$ cat config.mk
export PLATFORM = sky130hd
export DESIGN_NAME = tiu_timer_irq
export DESIGN_NICKNAME = d
export VERILOG_FILES = /design/src/common/tiu_pkg.sv /design/src/rtl/tiu_prescaler.sv /design/src/rtl/tiu_timer.sv /design/src/rtl/tiu_timer_irq.sv
export SDC_FILE = /design/constraint.sdc
export NUM_CORES = 1
export LEC_CHECK = 0
export ABC_AREA = 1
export BUFFER_PORTS_ARGS = -buffer_cell sky130_fd_sc_hd__buf_4
export CAP_MARGIN = 20
export CELL_PAD_IN_SITES_DETAIL_PLACEMENT = 1
export CELL_PAD_IN_SITES_GLOBAL_PLACEMENT = 2
export CORE_MARGIN = 2
export CORE_UTILIZATION = 36
export CTS_BUF_LIST = sky130_fd_sc_hd__clkbuf_8
export DETAILED_ROUTE_END_ITERATION = 10
export PLACE_DENSITY_LB_ADDON = 0.1
export SYNTH_ARGS = -nofsm -noshare
export SYNTH_HDL_FRONTEND = slang
export SYNTH_SLANG_ARGS = --single-unit
$ cat constraint.sdc
create_clock -name ref_clk -period 1.9 [get_ports ref_clk]
set_input_delay 0.285 -clock ref_clk [delete_from_list [all_inputs] [get_ports ref_clk]]
set_output_delay 0.285 -clock ref_clk [all_outputs]
set_load 0.02 [all_outputs]
$ cat src/common/tiu_pkg.sv
`default_nettype none
package tiu_pkg;
  // register byte offsets
  localparam logic [7:0] TIU_OFS_SET_NMI = 8'h00;
  localparam logic [7:0] TIU_OFS_SET_T1 = 8'h04;
  localparam logic [7:0] TIU_OFS_SET_T2 = 8'h08;
  localparam logic [7:0] TIU_OFS_CNT_NMI = 8'h0c;
  localparam logic [7:0] TIU_OFS_CNT_T1 = 8'h10;
  localparam logic [7:0] TIU_OFS_CNT_T2 = 8'h14;
  localparam logic [7:0] TIU_OFS_CTRL = 8'h18;
  localparam logic [7:0] TIU_OFS_EVT_STAT = 8'h1c;
  localparam logic [7:0] TIU_OFS_EVT_MASK = 8'h20;
  // control and status field positions
  localparam int TIU_B_RUN = 0;
  localparam int TIU_B_PCI_GATE = 3;
  localparam int TIU_B_PCI_CLR = 4;
  localparam int TIU_B_PCI_PEND = 5;
  localparam int TIU_B_PEND = 8;
  localparam int TIU_B_IRQ_GATE = 12;
  localparam int TIU_B_RELOAD = 16;
  localparam int TIU_B_PRESCALE = 24;
  localparam logic [31:0] TIU_CTRL_RESET = 32'h0000_0000;
  localparam logic [31:0] TIU_CTRL_WMASK = 32'h3f07_700f;
  localparam logic [31:0] TIU_CNT_TERMINAL = 32'hffff_ffff;
  localparam logic [3:0] TIU_EVT_RESET = 4'h0;
  localparam int TIU_NUM_TIMERS = 3;
  // one timer's control view
  typedef struct packed {
    logic run;
    logic reload;
    logic [1:0] prescale;
  } tiu_tmr_ctl_t;
endpackage
`default_nettype wire

$ cat src/rtl/tiu_prescaler.sv
`timescale 1ns/1ps
`default_nettype none
// free-running divider giving 1, 1/2, 1/4 or 1/8 rate tick pulses
module tiu_prescaler
(
  // clock and reset
  input wire logic ref_clk,
  input wire logic arst_n,
  // tick selection
  input wire logic [1:0] sel,
  output logic tick
);
  logic [2:0] div_q;

  // shared counter; taps make each divided rate a one-cycle pulse
  always_ff @(posedge ref_clk or negedge arst_n)
  begin
    if (!arst_n)
      div_q <= 3'h0;
    else
      div_q <= div_q + 3'h1;
  end

  always_comb
  begin
    case (sel)
      2'h0: tick = 1'b1;
      2'h1: tick = div_q[0];
      2'h2: tick = &div_q[1:0];
      default: tick = &div_q;
    endcase
  end

  // a halved rate never ticks on two cycles in a row
  half_rate_a: assert property (@(posedge ref_clk) disable iff (!arst_n)
    sel == 2'h1 && tick ##1 sel == 2'h1 |-> !tick)
    else $error("half rate ticked twice");
endmodule
`default_nettype wire

$ cat src/rtl/tiu_timer.sv
`timescale 1ns/1ps
`default_nettype none
// one up-counting timer with start value, reload and terminal event
module tiu_timer
  import tiu_pkg::*;
(
  // clock and reset
  input wire logic ref_clk,
  input wire logic arst_n,
  // control
  input wire tiu_pkg::tiu_tmr_ctl_t ctl,
  input wire logic load,
  input wire logic [31:0] load_val,
  // state
  output logic [31:0] count,
  output logic [31:0] start_val,
  output logic event_pulse
);
  logic tick;
  logic at_term;

  tiu_prescaler u_pre
  (
    .ref_clk(ref_clk),
    .arst_n(arst_n),
    .sel(ctl.prescale),
    .tick(tick)
  );

  assign at_term = (count == TIU_CNT_TERMINAL);

  // start value kept for reload
  always_ff @(posedge ref_clk or negedge arst_n)
  begin
    if (!arst_n)
      start_val <= 32'h0000_0000;
    else if (load)
      start_val <= load_val;
  end

  // counter: a write restarts it; it halts at all ones unless reloading
  always_ff @(posedge ref_clk or negedge arst_n)
  begin
    if (!arst_n)
      count <= 32'h0000_0000;
    else if (load)
      count <= load_val;
    else if (ctl.run && tick)
    begin
      if (!at_term)
        count <= count + 32'h1;
      else if (ctl.reload)
        count <= start_val;
    end
  end

  // event once per arrival at terminal count
  always_ff @(posedge ref_clk or negedge arst_n)
  begin
    if (!arst_n)
      event_pulse <= 1'b0;
    else
      event_pulse <= !load && ctl.run && tick && (count == TIU_CNT_TERMINAL - 32'h1);
  end

  // a reloading timer restarts from the kept start value on its terminal tick
  reload_start_a: assert property (@(posedge ref_clk) disable iff (!arst_n)
    ctl.run && tick && at_term && ctl.reload && !load |=> count == $past(start_val))
    else $error("reload value wrong");
  // without reload the counter parks at all ones
  term_halt_a: assert property (@(posedge ref_clk) disable iff (!arst_n)
    ctl.run && tick && at_term && !ctl.reload && !load |=> at_term)
    else $error("terminal count left");
endmodule
`default_nettype wire

$ cat src/rtl/tiu_timer_irq.sv
// The placing of the registers and the AHB-Lite register port were left to the implementer.
`timescale 1ns/1ps
`default_nettype none
module tiu_timer_irq
  import tiu_pkg::*;
(
  // clock and reset
  input wire logic ref_clk,
  input wire logic arst_n,
  // ahb-lite slave
  input wire logic hsel,
  input wire logic [31:0] haddr,
  input wire logic [1:0] htrans,
  input wire logic hwrite,
  input wire logic [2:0] hsize,
  input wire logic [31:0] hwdata,
  input wire logic hready,
  output logic [31:0] hrdata,
  output logic hreadyout,
  output logic hresp,
  // pci side pins, active low, asynchronous
  input wire logic pci_inta_n,
  input wire logic pci_serr_n,
  // cpu interrupt outputs, active low
  output logic cpu_nmi_n,
  output logic cpu_int_n,
  // event-status summary interrupt
  output logic evt_irq
);
  import tiu_pkg::*;

  // the decode, pending and gate slices are written for exactly three timers
  if (TIU_NUM_TIMERS != 3)
  begin : g_bad_count
    $error("timer count must be three");
  end

  // ==========================================================
  // pin synchronisers
  logic [1:0] inta_sync_q;
  logic [1:0] serr_sync_q;
  logic inta_act;
  logic serr_act;
  logic serr_prev_q;

  // two flops each; only stage one feeds stage zero
  always_ff @(posedge ref_clk or negedge arst_n)
  begin
    if (!arst_n)
    begin
      inta_sync_q <= 2'h3;
      serr_sync_q <= 2'h3;
    end
    else
    begin
      inta_sync_q <= {pci_inta_n, inta_sync_q[1]};
      serr_sync_q <= {pci_serr_n, serr_sync_q[1]};
    end
  end
  assign inta_act = !inta_sync_q[0];
  assign serr_act = !serr_sync_q[0];

  always_ff @(posedge ref_clk or negedge arst_n)
  begin
    if (!arst_n)
      serr_prev_q <= 1'b0;
    else
      serr_prev_q <= serr_act;
  end

  // ==========================================================
  // bus address phase capture
  logic wr_pend_q;
  logic [7:0] wr_addr_q;
  logic take;
  logic rd_now;
  logic [7:0] rd_addr;

  assign take = hsel && hready && htrans[1];
  assign rd_now = take && !hwrite;
  assign rd_addr = haddr[7:0];
  assign hreadyout = 1'b1; // zero wait states
  assign hresp = 1'b0;

  always_ff @(posedge ref_clk or negedge arst_n)
  begin
    if (!arst_n)
    begin
      wr_pend_q <= 1'b0;
      wr_addr_q <= 8'h00;
    end
    else
    begin
      wr_pend_q <= take && hwrite;
      wr_addr_q <= {haddr[7:2], 2'h0};
    end
  end

  // ==========================================================
  // control register and write decode
  logic [31:0] ctrl_q;
  logic [2:0] load;
  logic ctrl_wr;
  logic pci_clr_wr;

  assign ctrl_wr = wr_pend_q && (wr_addr_q == TIU_OFS_CTRL);
  assign pci_clr_wr = ctrl_wr && hwdata[TIU_B_PCI_CLR];
  assign load[0] = wr_pend_q && (wr_addr_q == TIU_OFS_SET_NMI);
  assign load[1] = wr_pend_q && (wr_addr_q == TIU_OFS_SET_T1);
  assign load[2] = wr_pend_q && (wr_addr_q == TIU_OFS_SET_T2);

  // only writable fields are stored; reserved and status bits stay zero
  always_ff @(posedge ref_clk or negedge arst_n)
  begin
    if (!arst_n)
      ctrl_q <= TIU_CTRL_RESET;
    else if (ctrl_wr)
      ctrl_q <= hwdata & TIU_CTRL_WMASK;
  end

  // ==========================================================
  // timers
  logic [31:0] count [TIU_NUM_TIMERS];
  logic [31:0] start_val [TIU_NUM_TIMERS];
  logic [2:0] tmr_evt;

  for (genvar i = 0; i < TIU_NUM_TIMERS; i++)
  begin : g_tmr
    tiu_tmr_ctl_t ctl;
    assign ctl.run = ctrl_q[TIU_B_RUN + i];
    assign ctl.reload = ctrl_q[TIU_B_RELOAD + i];
    assign ctl.prescale = ctrl_q[TIU_B_PRESCALE + 2*i +: 2];
    tiu_timer u_tmr
    (
      .ref_clk(ref_clk),
      .arst_n(arst_n),
      .ctl(ctl),
      .load(load[i]),
      .load_val(hwdata),
      .count(count[i]),
      .start_val(start_val[i]),
      .event_pulse(tmr_evt[i])
    );
  end

  // ==========================================================
  // pending flags
  logic [2:0] tmr_pend_q;
  logic pci_pend_q;
  logic stat_rd;

  assign stat_rd = rd_now && (rd_addr == TIU_OFS_CTRL);

  // set wins over the read-clear on the same edge
  always_ff @(posedge ref_clk or negedge arst_n)
  begin
    if (!arst_n)
      tmr_pend_q <= 3'h0;
    else
      tmr_pend_q <= (tmr_pend_q & ~{3{stat_rd}}) | tmr_evt;
  end

  // latched regardless of the gate; set wins over clear
  always_ff @(posedge ref_clk or negedge arst_n)
  begin
    if (!arst_n)
      pci_pend_q <= 1'b0;
    else if (inta_act)
      pci_pend_q <= 1'b1;
    else if (pci_clr_wr)
      pci_pend_q <= 1'b0;
  end

  // ==========================================================
  // cpu interrupt outputs
  logic nmi_q;
  logic int_q;

  always_ff @(posedge ref_clk or negedge arst_n)
  begin
    if (!arst_n)
    begin
      nmi_q <= 1'b0;
      int_q <= 1'b0;
    end
    else
    begin
      nmi_q <= serr_act || (tmr_pend_q[0] && ctrl_q[TIU_B_IRQ_GATE]);
      int_q <= (pci_pend_q && ctrl_q[TIU_B_PCI_GATE])
        || (|(tmr_pend_q[2:1] & ctrl_q[TIU_B_IRQ_GATE + 1 +: 2]));
    end
  end
  assign cpu_nmi_n = !nmi_q;
  assign cpu_int_n = !int_q;

  // ==========================================================
  // event status (read clears) and mask
  // bits: 0 timer terminal any, 1 serr rise, 2 inta pend, 3 unused
  logic [3:0] evt_stat_q;
  logic [3:0] evt_mask_q;
  logic [3:0] evt_set;
  logic evt_rd;

  assign evt_set = {1'b0, inta_act && !pci_pend_q, serr_act && !serr_prev_q, |tmr_evt};
  assign evt_rd = rd_now && (rd_addr == TIU_OFS_EVT_STAT);

  always_ff @(posedge ref_clk or negedge arst_n)
  begin
    if (!arst_n)
      evt_stat_q <= TIU_EVT_RESET;
    else
      evt_stat_q <= (evt_stat_q & ~{4{evt_rd}}) | evt_set; // set beats clear
  end

  always_ff @(posedge ref_clk or negedge arst_n)
  begin
    if (!arst_n)
      evt_mask_q <= TIU_EVT_RESET;
    else if (wr_pend_q && (wr_addr_q == TIU_OFS_EVT_MASK))
      evt_mask_q <= hwdata[3:0];
  end
  assign evt_irq = |(evt_stat_q & evt_mask_q);

  // ==========================================================
  // read data, registered in the data phase
  logic [31:0] stat_view;
  logic [31:0] rd_d;

  always_comb
  begin
    stat_view = ctrl_q;
    stat_view[TIU_B_PCI_PEND] = pci_pend_q;
    stat_view[TIU_B_PEND +: 3] = tmr_pend_q;
    case ({rd_addr[7:2], 2'h0})
      TIU_OFS_SET_NMI: rd_d = start_val[0];
      TIU_OFS_SET_T1: rd_d = start_val[1];
      TIU_OFS_SET_T2: rd_d = start_val[2];
      TIU_OFS_CNT_NMI: rd_d = count[0];
      TIU_OFS_CNT_T1: rd_d = count[1];
      TIU_OFS_CNT_T2: rd_d = count[2];
      TIU_OFS_CTRL: rd_d = stat_view;
      TIU_OFS_EVT_STAT: rd_d = {28'h0, evt_stat_q};
      TIU_OFS_EVT_MASK: rd_d = {28'h0, evt_mask_q};
      default: rd_d = 32'h0000_0000;
    endcase
  end

  always_ff @(posedge ref_clk or negedge arst_n)
  begin
    if (!arst_n)
      hrdata <= 32'h0000_0000;
    else if (rd_now)
      hrdata <= rd_d;
  end

  // ==========================================================
  // checks
  read_clears_a: assert property (@(posedge ref_clk) disable iff (!arst_n)
    stat_rd && !(|tmr_evt) |=> tmr_pend_q == 3'h0) else $error("pending not cleared");
  set_wins_a: assert property (@(posedge ref_clk) disable iff (!arst_n)
    stat_rd && tmr_evt[1] |=> tmr_pend_q[1]) else $error("event lost on clear");
  pci_latch_a: assert property (@(posedge ref_clk) disable iff (!arst_n)
    inta_act |=> pci_pend_q) else $error("inta not latched");
  pci_gate_a: assert property (@(posedge ref_clk) disable iff (!arst_n)
    pci_pend_q && ctrl_q[TIU_B_PCI_GATE] |=> !cpu_int_n) else $error("int missing");
  serr_nmi_a: assert property (@(posedge ref_clk) disable iff (!arst_n)
    serr_act |=> !cpu_nmi_n) else $error("nmi missing on serr");
  rsvd_zero_a: assert property (@(posedge ref_clk) disable iff (!arst_n)
    (ctrl_q & ~TIU_CTRL_WMASK) == 32'h0) else $error("reserved bit set");
  stop_hold_a: assert property (@(posedge ref_clk) disable iff (!arst_n)
    !ctrl_q[TIU_B_RUN + 1] && !load[1] |=> $stable(count[1])) else $error("stopped timer moved");
  load_val_a: assert property (@(posedge ref_clk) disable iff (!arst_n)
    load[2] |=> count[2] == $past(hwdata)) else $error("load value wrong");
  int_idle_a: assert property (@(posedge ref_clk) disable iff (!arst_n)
    !pci_pend_q && tmr_pend_q == 3'h0 ##1 !pci_pend_q && tmr_pend_q == 3'h0
    |-> cpu_int_n) else $error("spurious int");
  // the nmi timer's event always lands in its pending flag
  evt_pend_a: assert property (@(posedge ref_clk) disable iff (!arst_n)
    tmr_evt[0] |=> tmr_pend_q[0]) else $error("timer event not recorded");
  // all maskable sources gated off keep the cpu line quiet
  gate_off_a: assert property (@(posedge ref_clk) disable iff (!arst_n)
    !ctrl_q[TIU_B_IRQ_GATE + 1] && !ctrl_q[TIU_B_IRQ_GATE + 2] && !ctrl_q[TIU_B_PCI_GATE]
    |=> cpu_int_n) else $error("ungated int");
  // gated nonmaskable timer pending reaches the nmi line
  nmi_timer_a: assert property (@(posedge ref_clk) disable iff (!arst_n)
    tmr_pend_q[0] && ctrl_q[TIU_B_IRQ_GATE] |=> !cpu_nmi_n) else $error("nmi timer lost");
  // with no source the nmi line stays released
  nmi_idle_a: assert property (@(posedge ref_clk) disable iff (!arst_n)
    !serr_act && !(tmr_pend_q[0] && ctrl_q[TIU_B_IRQ_GATE]) |=> cpu_nmi_n)
    else $error("spurious nmi");
  // a clear with the pin released empties the latch
  pci_clear_a: assert property (@(posedge ref_clk) disable iff (!arst_n)
    pci_clr_wr && !inta_act |=> !pci_pend_q) else $error("inta not cleared");
  // the latch holds until software clears it
  pci_hold_a: assert property (@(posedge ref_clk) disable iff (!arst_n)
    pci_pend_q && !pci_clr_wr |=> pci_pend_q) else $error("inta latch dropped");
  // reserved and write-only positions always read zero
  rsvd_read_a: assert property (@(posedge ref_clk) disable iff (!arst_n)
    (stat_view & 32'hc0f8_88d0) == 32'h0) else $error("reserved bit reads one");
  // counter reads return the count seen in the address phase
  cnt_read_a: assert property (@(posedge ref_clk) disable iff (!arst_n)
    rd_now && rd_addr == TIU_OFS_CNT_T2 |=> hrdata == $past(count[2]))
    else $error("count read wrong");
  // a serr assertion is recorded in the event status
  serr_evt_a: assert property (@(posedge ref_clk) disable iff (!arst_n)
    evt_set[1] |=> evt_stat_q[1]) else $error("serr event lost");
endmodule
`default_nettype wire

==> impl_metrics.csv <==
group,metric,value,unit
logic_synthesis,ys_ff_latch,278,
sta,tns,-0.0260,ns
place,placed_cells,3141,
power_and_ir_drop,ir_drop,0.611,mV
setup_path,critical_path_class,"input port to register",
logic_synthesis,yosysWarnings,0,
logic_synthesis,synth_common_cells,"nand2_1, dfrtp_1, inv_1",
global_route,grt_max_degree,52,
sta,relSlewSlack,62.7,%
logic_synthesis,async_flop_share,100,%
sta,finalSetupViolCount,3,
global_route,grt_pass1_wl,111,mm
routing,detail_route.vias_per_cell,5.28,
global_route,antenna_found_initial,2,
cts,clkTransAtPathRegs,0.06,ns
final_layout,fin_cells,3323,
floorplanning,die_y,216,um
logic_synthesis,synth_nets,2413,
setup_path,crit_chain,"dlygate4sd3_1 -> buf_4 -> nor2_1 -> nand3_1 -> buf_4 -> buf_12 -> o22ai_1 -> a21oi_1 -> nand2_1 -> nand2_1 -> nand2_1",
sta,fmax,0.520,GHz
logic_synthesis,avgSynthCellArea,6.94,um2
setup_path,cpMostUsedCell,"nand2_1",
cts,ctsRootBufferMaster,"clkbuf_8",
job,drv_cap,0,
place,portBuffers,82,
sta,final.setup_skew,0.0149,ns
final_layout,drive_gt1_share,20.4,%
logic_synthesis,synth_cell_types,39,
sta,tightestPinTransition,0.560,ns
setup_path,cp_num_buf_inv,4,
routing,vias,17500,
sta,holdWs,0.0713,ns
logic_synthesis,ys_seq_area_share,43.2,%
setup_path,cp.arrival,2.50,ns
cts,htree_levels,2,
sta,finalHoldViolCount,0,
setup_path,crit_fanout,12,
power_and_ir_drop,powerDensity,1030,mW/mm2
floorplanning,ios,113,
global_route,grt-ovfl-total,0,
place,dpl.hpwl,57.2,mm
setup_path,crit_slowest_cell,"dlygate4sd3_1",
final_layout,area.growth.synth_to_final,33.7,%
setup_path,crit_path_end_kind,"register",
power_and_ir_drop,p_leak,11.3,nW
setup_path,required,2.48,ns
logic_synthesis,synth.area.top_cells,"dfrtp_1, nand2_1, nand3_1",
status,violations,"negative setup slack",
logic_synthesis,synth_area,0.0161,mm2
place,place.gp.congestion,0.957,
routing,totalWireLength,75.4,mm
routing,first_pass_iters,5,
logic_synthesis,netlist_instances,2325,
logic_synthesis,yosys.area.top_type,"dfrtp_1",
status,status,"finished with violations",
setup_path,cpPeakStageDelay,0.54,ns
cts,cts.sinks,278,
place,place_area,0.0191,mm2
power_and_ir_drop,p_total,22.3,mW
floorplanning,die_area,0.0465,mm2
sta,period_share,101,%
routing,drcViolationCount,0,
logic_synthesis,netlist.area_leader.share,42.5,%
routing,antenna_left,0,
floorplanning,fp-row-count,77,
floorplanning,start_util,36.5,%
cts,cts_tree,"done",
cts,clockBufferDepth,3,
cts,cts_buffers,56,
logic_synthesis,synth_edf_count,0,
setup_path,path_delay_family,"buffers and inverters",
global_route,grt_usage,31.9,%
hold_path,holdCritPathClass,"input port to register",
setup_path,start_kind,"input port",
sta,period_minus_slack,1.92,ns
logic_synthesis,synth_ff_type,"dfrtp_1",
floorplanning,die_x,216,um
final_layout,finalNetCount,2772,
global_route,grt_pass1_vias,17800,
cts,insertion_delay,0.64,ns
sta,worst_slack,-0.0214,ns
final_layout,n_antenna_cell,0,
routing,wire_per_inst,22.7,um
sta,rsz0062_at_grt,"yes",
floorplanning,core,0.0442,mm2
sta,slew_viol_final,0,
final_layout,final_design_area_no_fill,0.0216,mm2
routing,first_iter_violations,1301,
logic_synthesis,synth_most_common_cell,"nand2_1",
repair_timing:
| action | in CTS | in global routing |
|---|---|---|
| hold buffers | 44 | 0 |
| buffers inserted | 4 | 22 |
| hold endpoints to repair | 258 | 0 |
| cloned | 0 | 7 |
| resized for setup | 12 | 147 |
| pin swaps | 5 | 30 |
| endpoints found under the setup margin | 77 | 122 |
routing by layer:
metal	wire length, um	GRT usage, %
met5	0	0
met3	4280	4.02
met1	34100	45.0
met2	34600	50.9
met4	2480	10.3
flip-flops by register name, summed over array words and instances, names as in the netlist:
name / flops
wr_addr_q: 6
wr_pend_q: 1
g_tmr.u_tmr.count: 96
g_tmr.u_tmr.event_pulse: 3
g_tmr.u_tmr.start_val: 96
evt_mask_q: 4
nmi_q: 1
evt_stat_q: 4
g_tmr.u_tmr.u_pre.div_q: 9
serr_prev_q: 1
pci_pend_q: 1
inta_sync_q: 2
hrdata: 32
ctrl_q: 16
serr_sync_q: 2
int_q: 1
tmr_pend_q: 3
cells by family (layout without fill, tap and decap cells):
| group | after synthesis | in the layout | synth area share (%) |
|---|---|---|---|
| flops | 278 | 278 | 43.2 |
| compound gates | 294 | 294 | 10.1 |
| simple gates | 1345 | 1345 | 34.5 |
| buf+inv | 355 | 761 | 9.10 |
| xor+xnor | 39 | 39 | 2.12 |
| other cells | 2 | 2 | 0.0466 |
| fa+ha+maj | 12 | 12 | 0.931 |
cell type report:
type | count | area (um2)
Sequential cell | 278 | 6970
Multi-Input combinational cell | 1692 | 8150
Clock buffer | 69 | 950
Timing Repair inverter | 1 | 7.51
Clock inverter | 36 | 173
Inverter | 271 | 1040
Timing Repair Buffer | 384 | 3540
Fill cell | 5627 | 22700
Tap cell | 592 | 741
placed cells by master, fill, tap and decap left out, drive strengths merged:
cell type,Yosys,final
nor2,236,236
nor4,5,5
dfstp,4,4
clkinv,2,7
nand3b,6,6
o211ai,2,2
xor2,29,29
nand3,217,217
and2,1,1
a21oi,61,61
a22oi,3,3
inv,269,296
nand2,842,842
nor3,11,11
o22ai,51,51
o21bai,33,33
xnor2,10,10
conb,2,2
nand4,26,26
dlygate4sd3,0,44
or2,1,1
clkinvlp,0,4
o221ai,1,1
ha,12,12
bufinv,0,1
buf,50,336
clkbuf,34,73
dfrtp,274,274
o21ai,143,143
final timing paths:
| check | slack [ns] | startpoint | cells past startpoint | to |
|---|---|---|---|---|
| worst min-delay path | 0.07 | haddr[1] | 4 | evt_stat_q[3]$_DFF_PN0_ |
| max in group asynchronous | 0.96 | arst_n | 3 | g_tmr[1].u_tmr.count[8]$_DFFE_PN0P_ |
| worst min register to register | 0.35 | inta_sync_q[1]$_DFF_PN1_ | 0 | inta_sync_q[0]$_DFF_PN1_ |
| worst max register to register | 0.02 | wr_addr_q[7]$_DFF_PN0_ | 9 | g_tmr[1].u_tmr.count[23]$_DFFE_PN0P_ |
| worst max-delay path | -0.02 | haddr[4] | 11 | hrdata[13]$_DFFE_PN0P_ |
| min in group asynchronous | 0.19 | arst_n | 2 | g_tmr[0].u_tmr.count[2]$_DFFE_PN0P_ |
worst reg2reg max path, delay by kind of cell, from the launching register on:
family	cells	cell delay, ns
compound gates	1	0.17
flops	1	0.37
simple gates	6	0.80
buf+inv	2	0.40
report_power, final:
part           switching, mW  internal [mW]  total [mW]
Clock                   2.85           3.39        6.24
Combinational           4.61           3.27        7.88
Sequential              1.08           7.11        8.19
Total                   8.54           13.8        22.3
per-stage QoR:
stage	worst slack [ns]	utilization [%]
4_1_cts	0.000715	47.0
3_5_place_dp	-0.184	43.3
5_1_grt	-0.0543	48.8
6_report	-0.0214	48.8
3_3_place_gp	-0.103	43.3
2_1_floorplan	0.143	-
No activity file was read; power rests on OpenSTA's default activity.
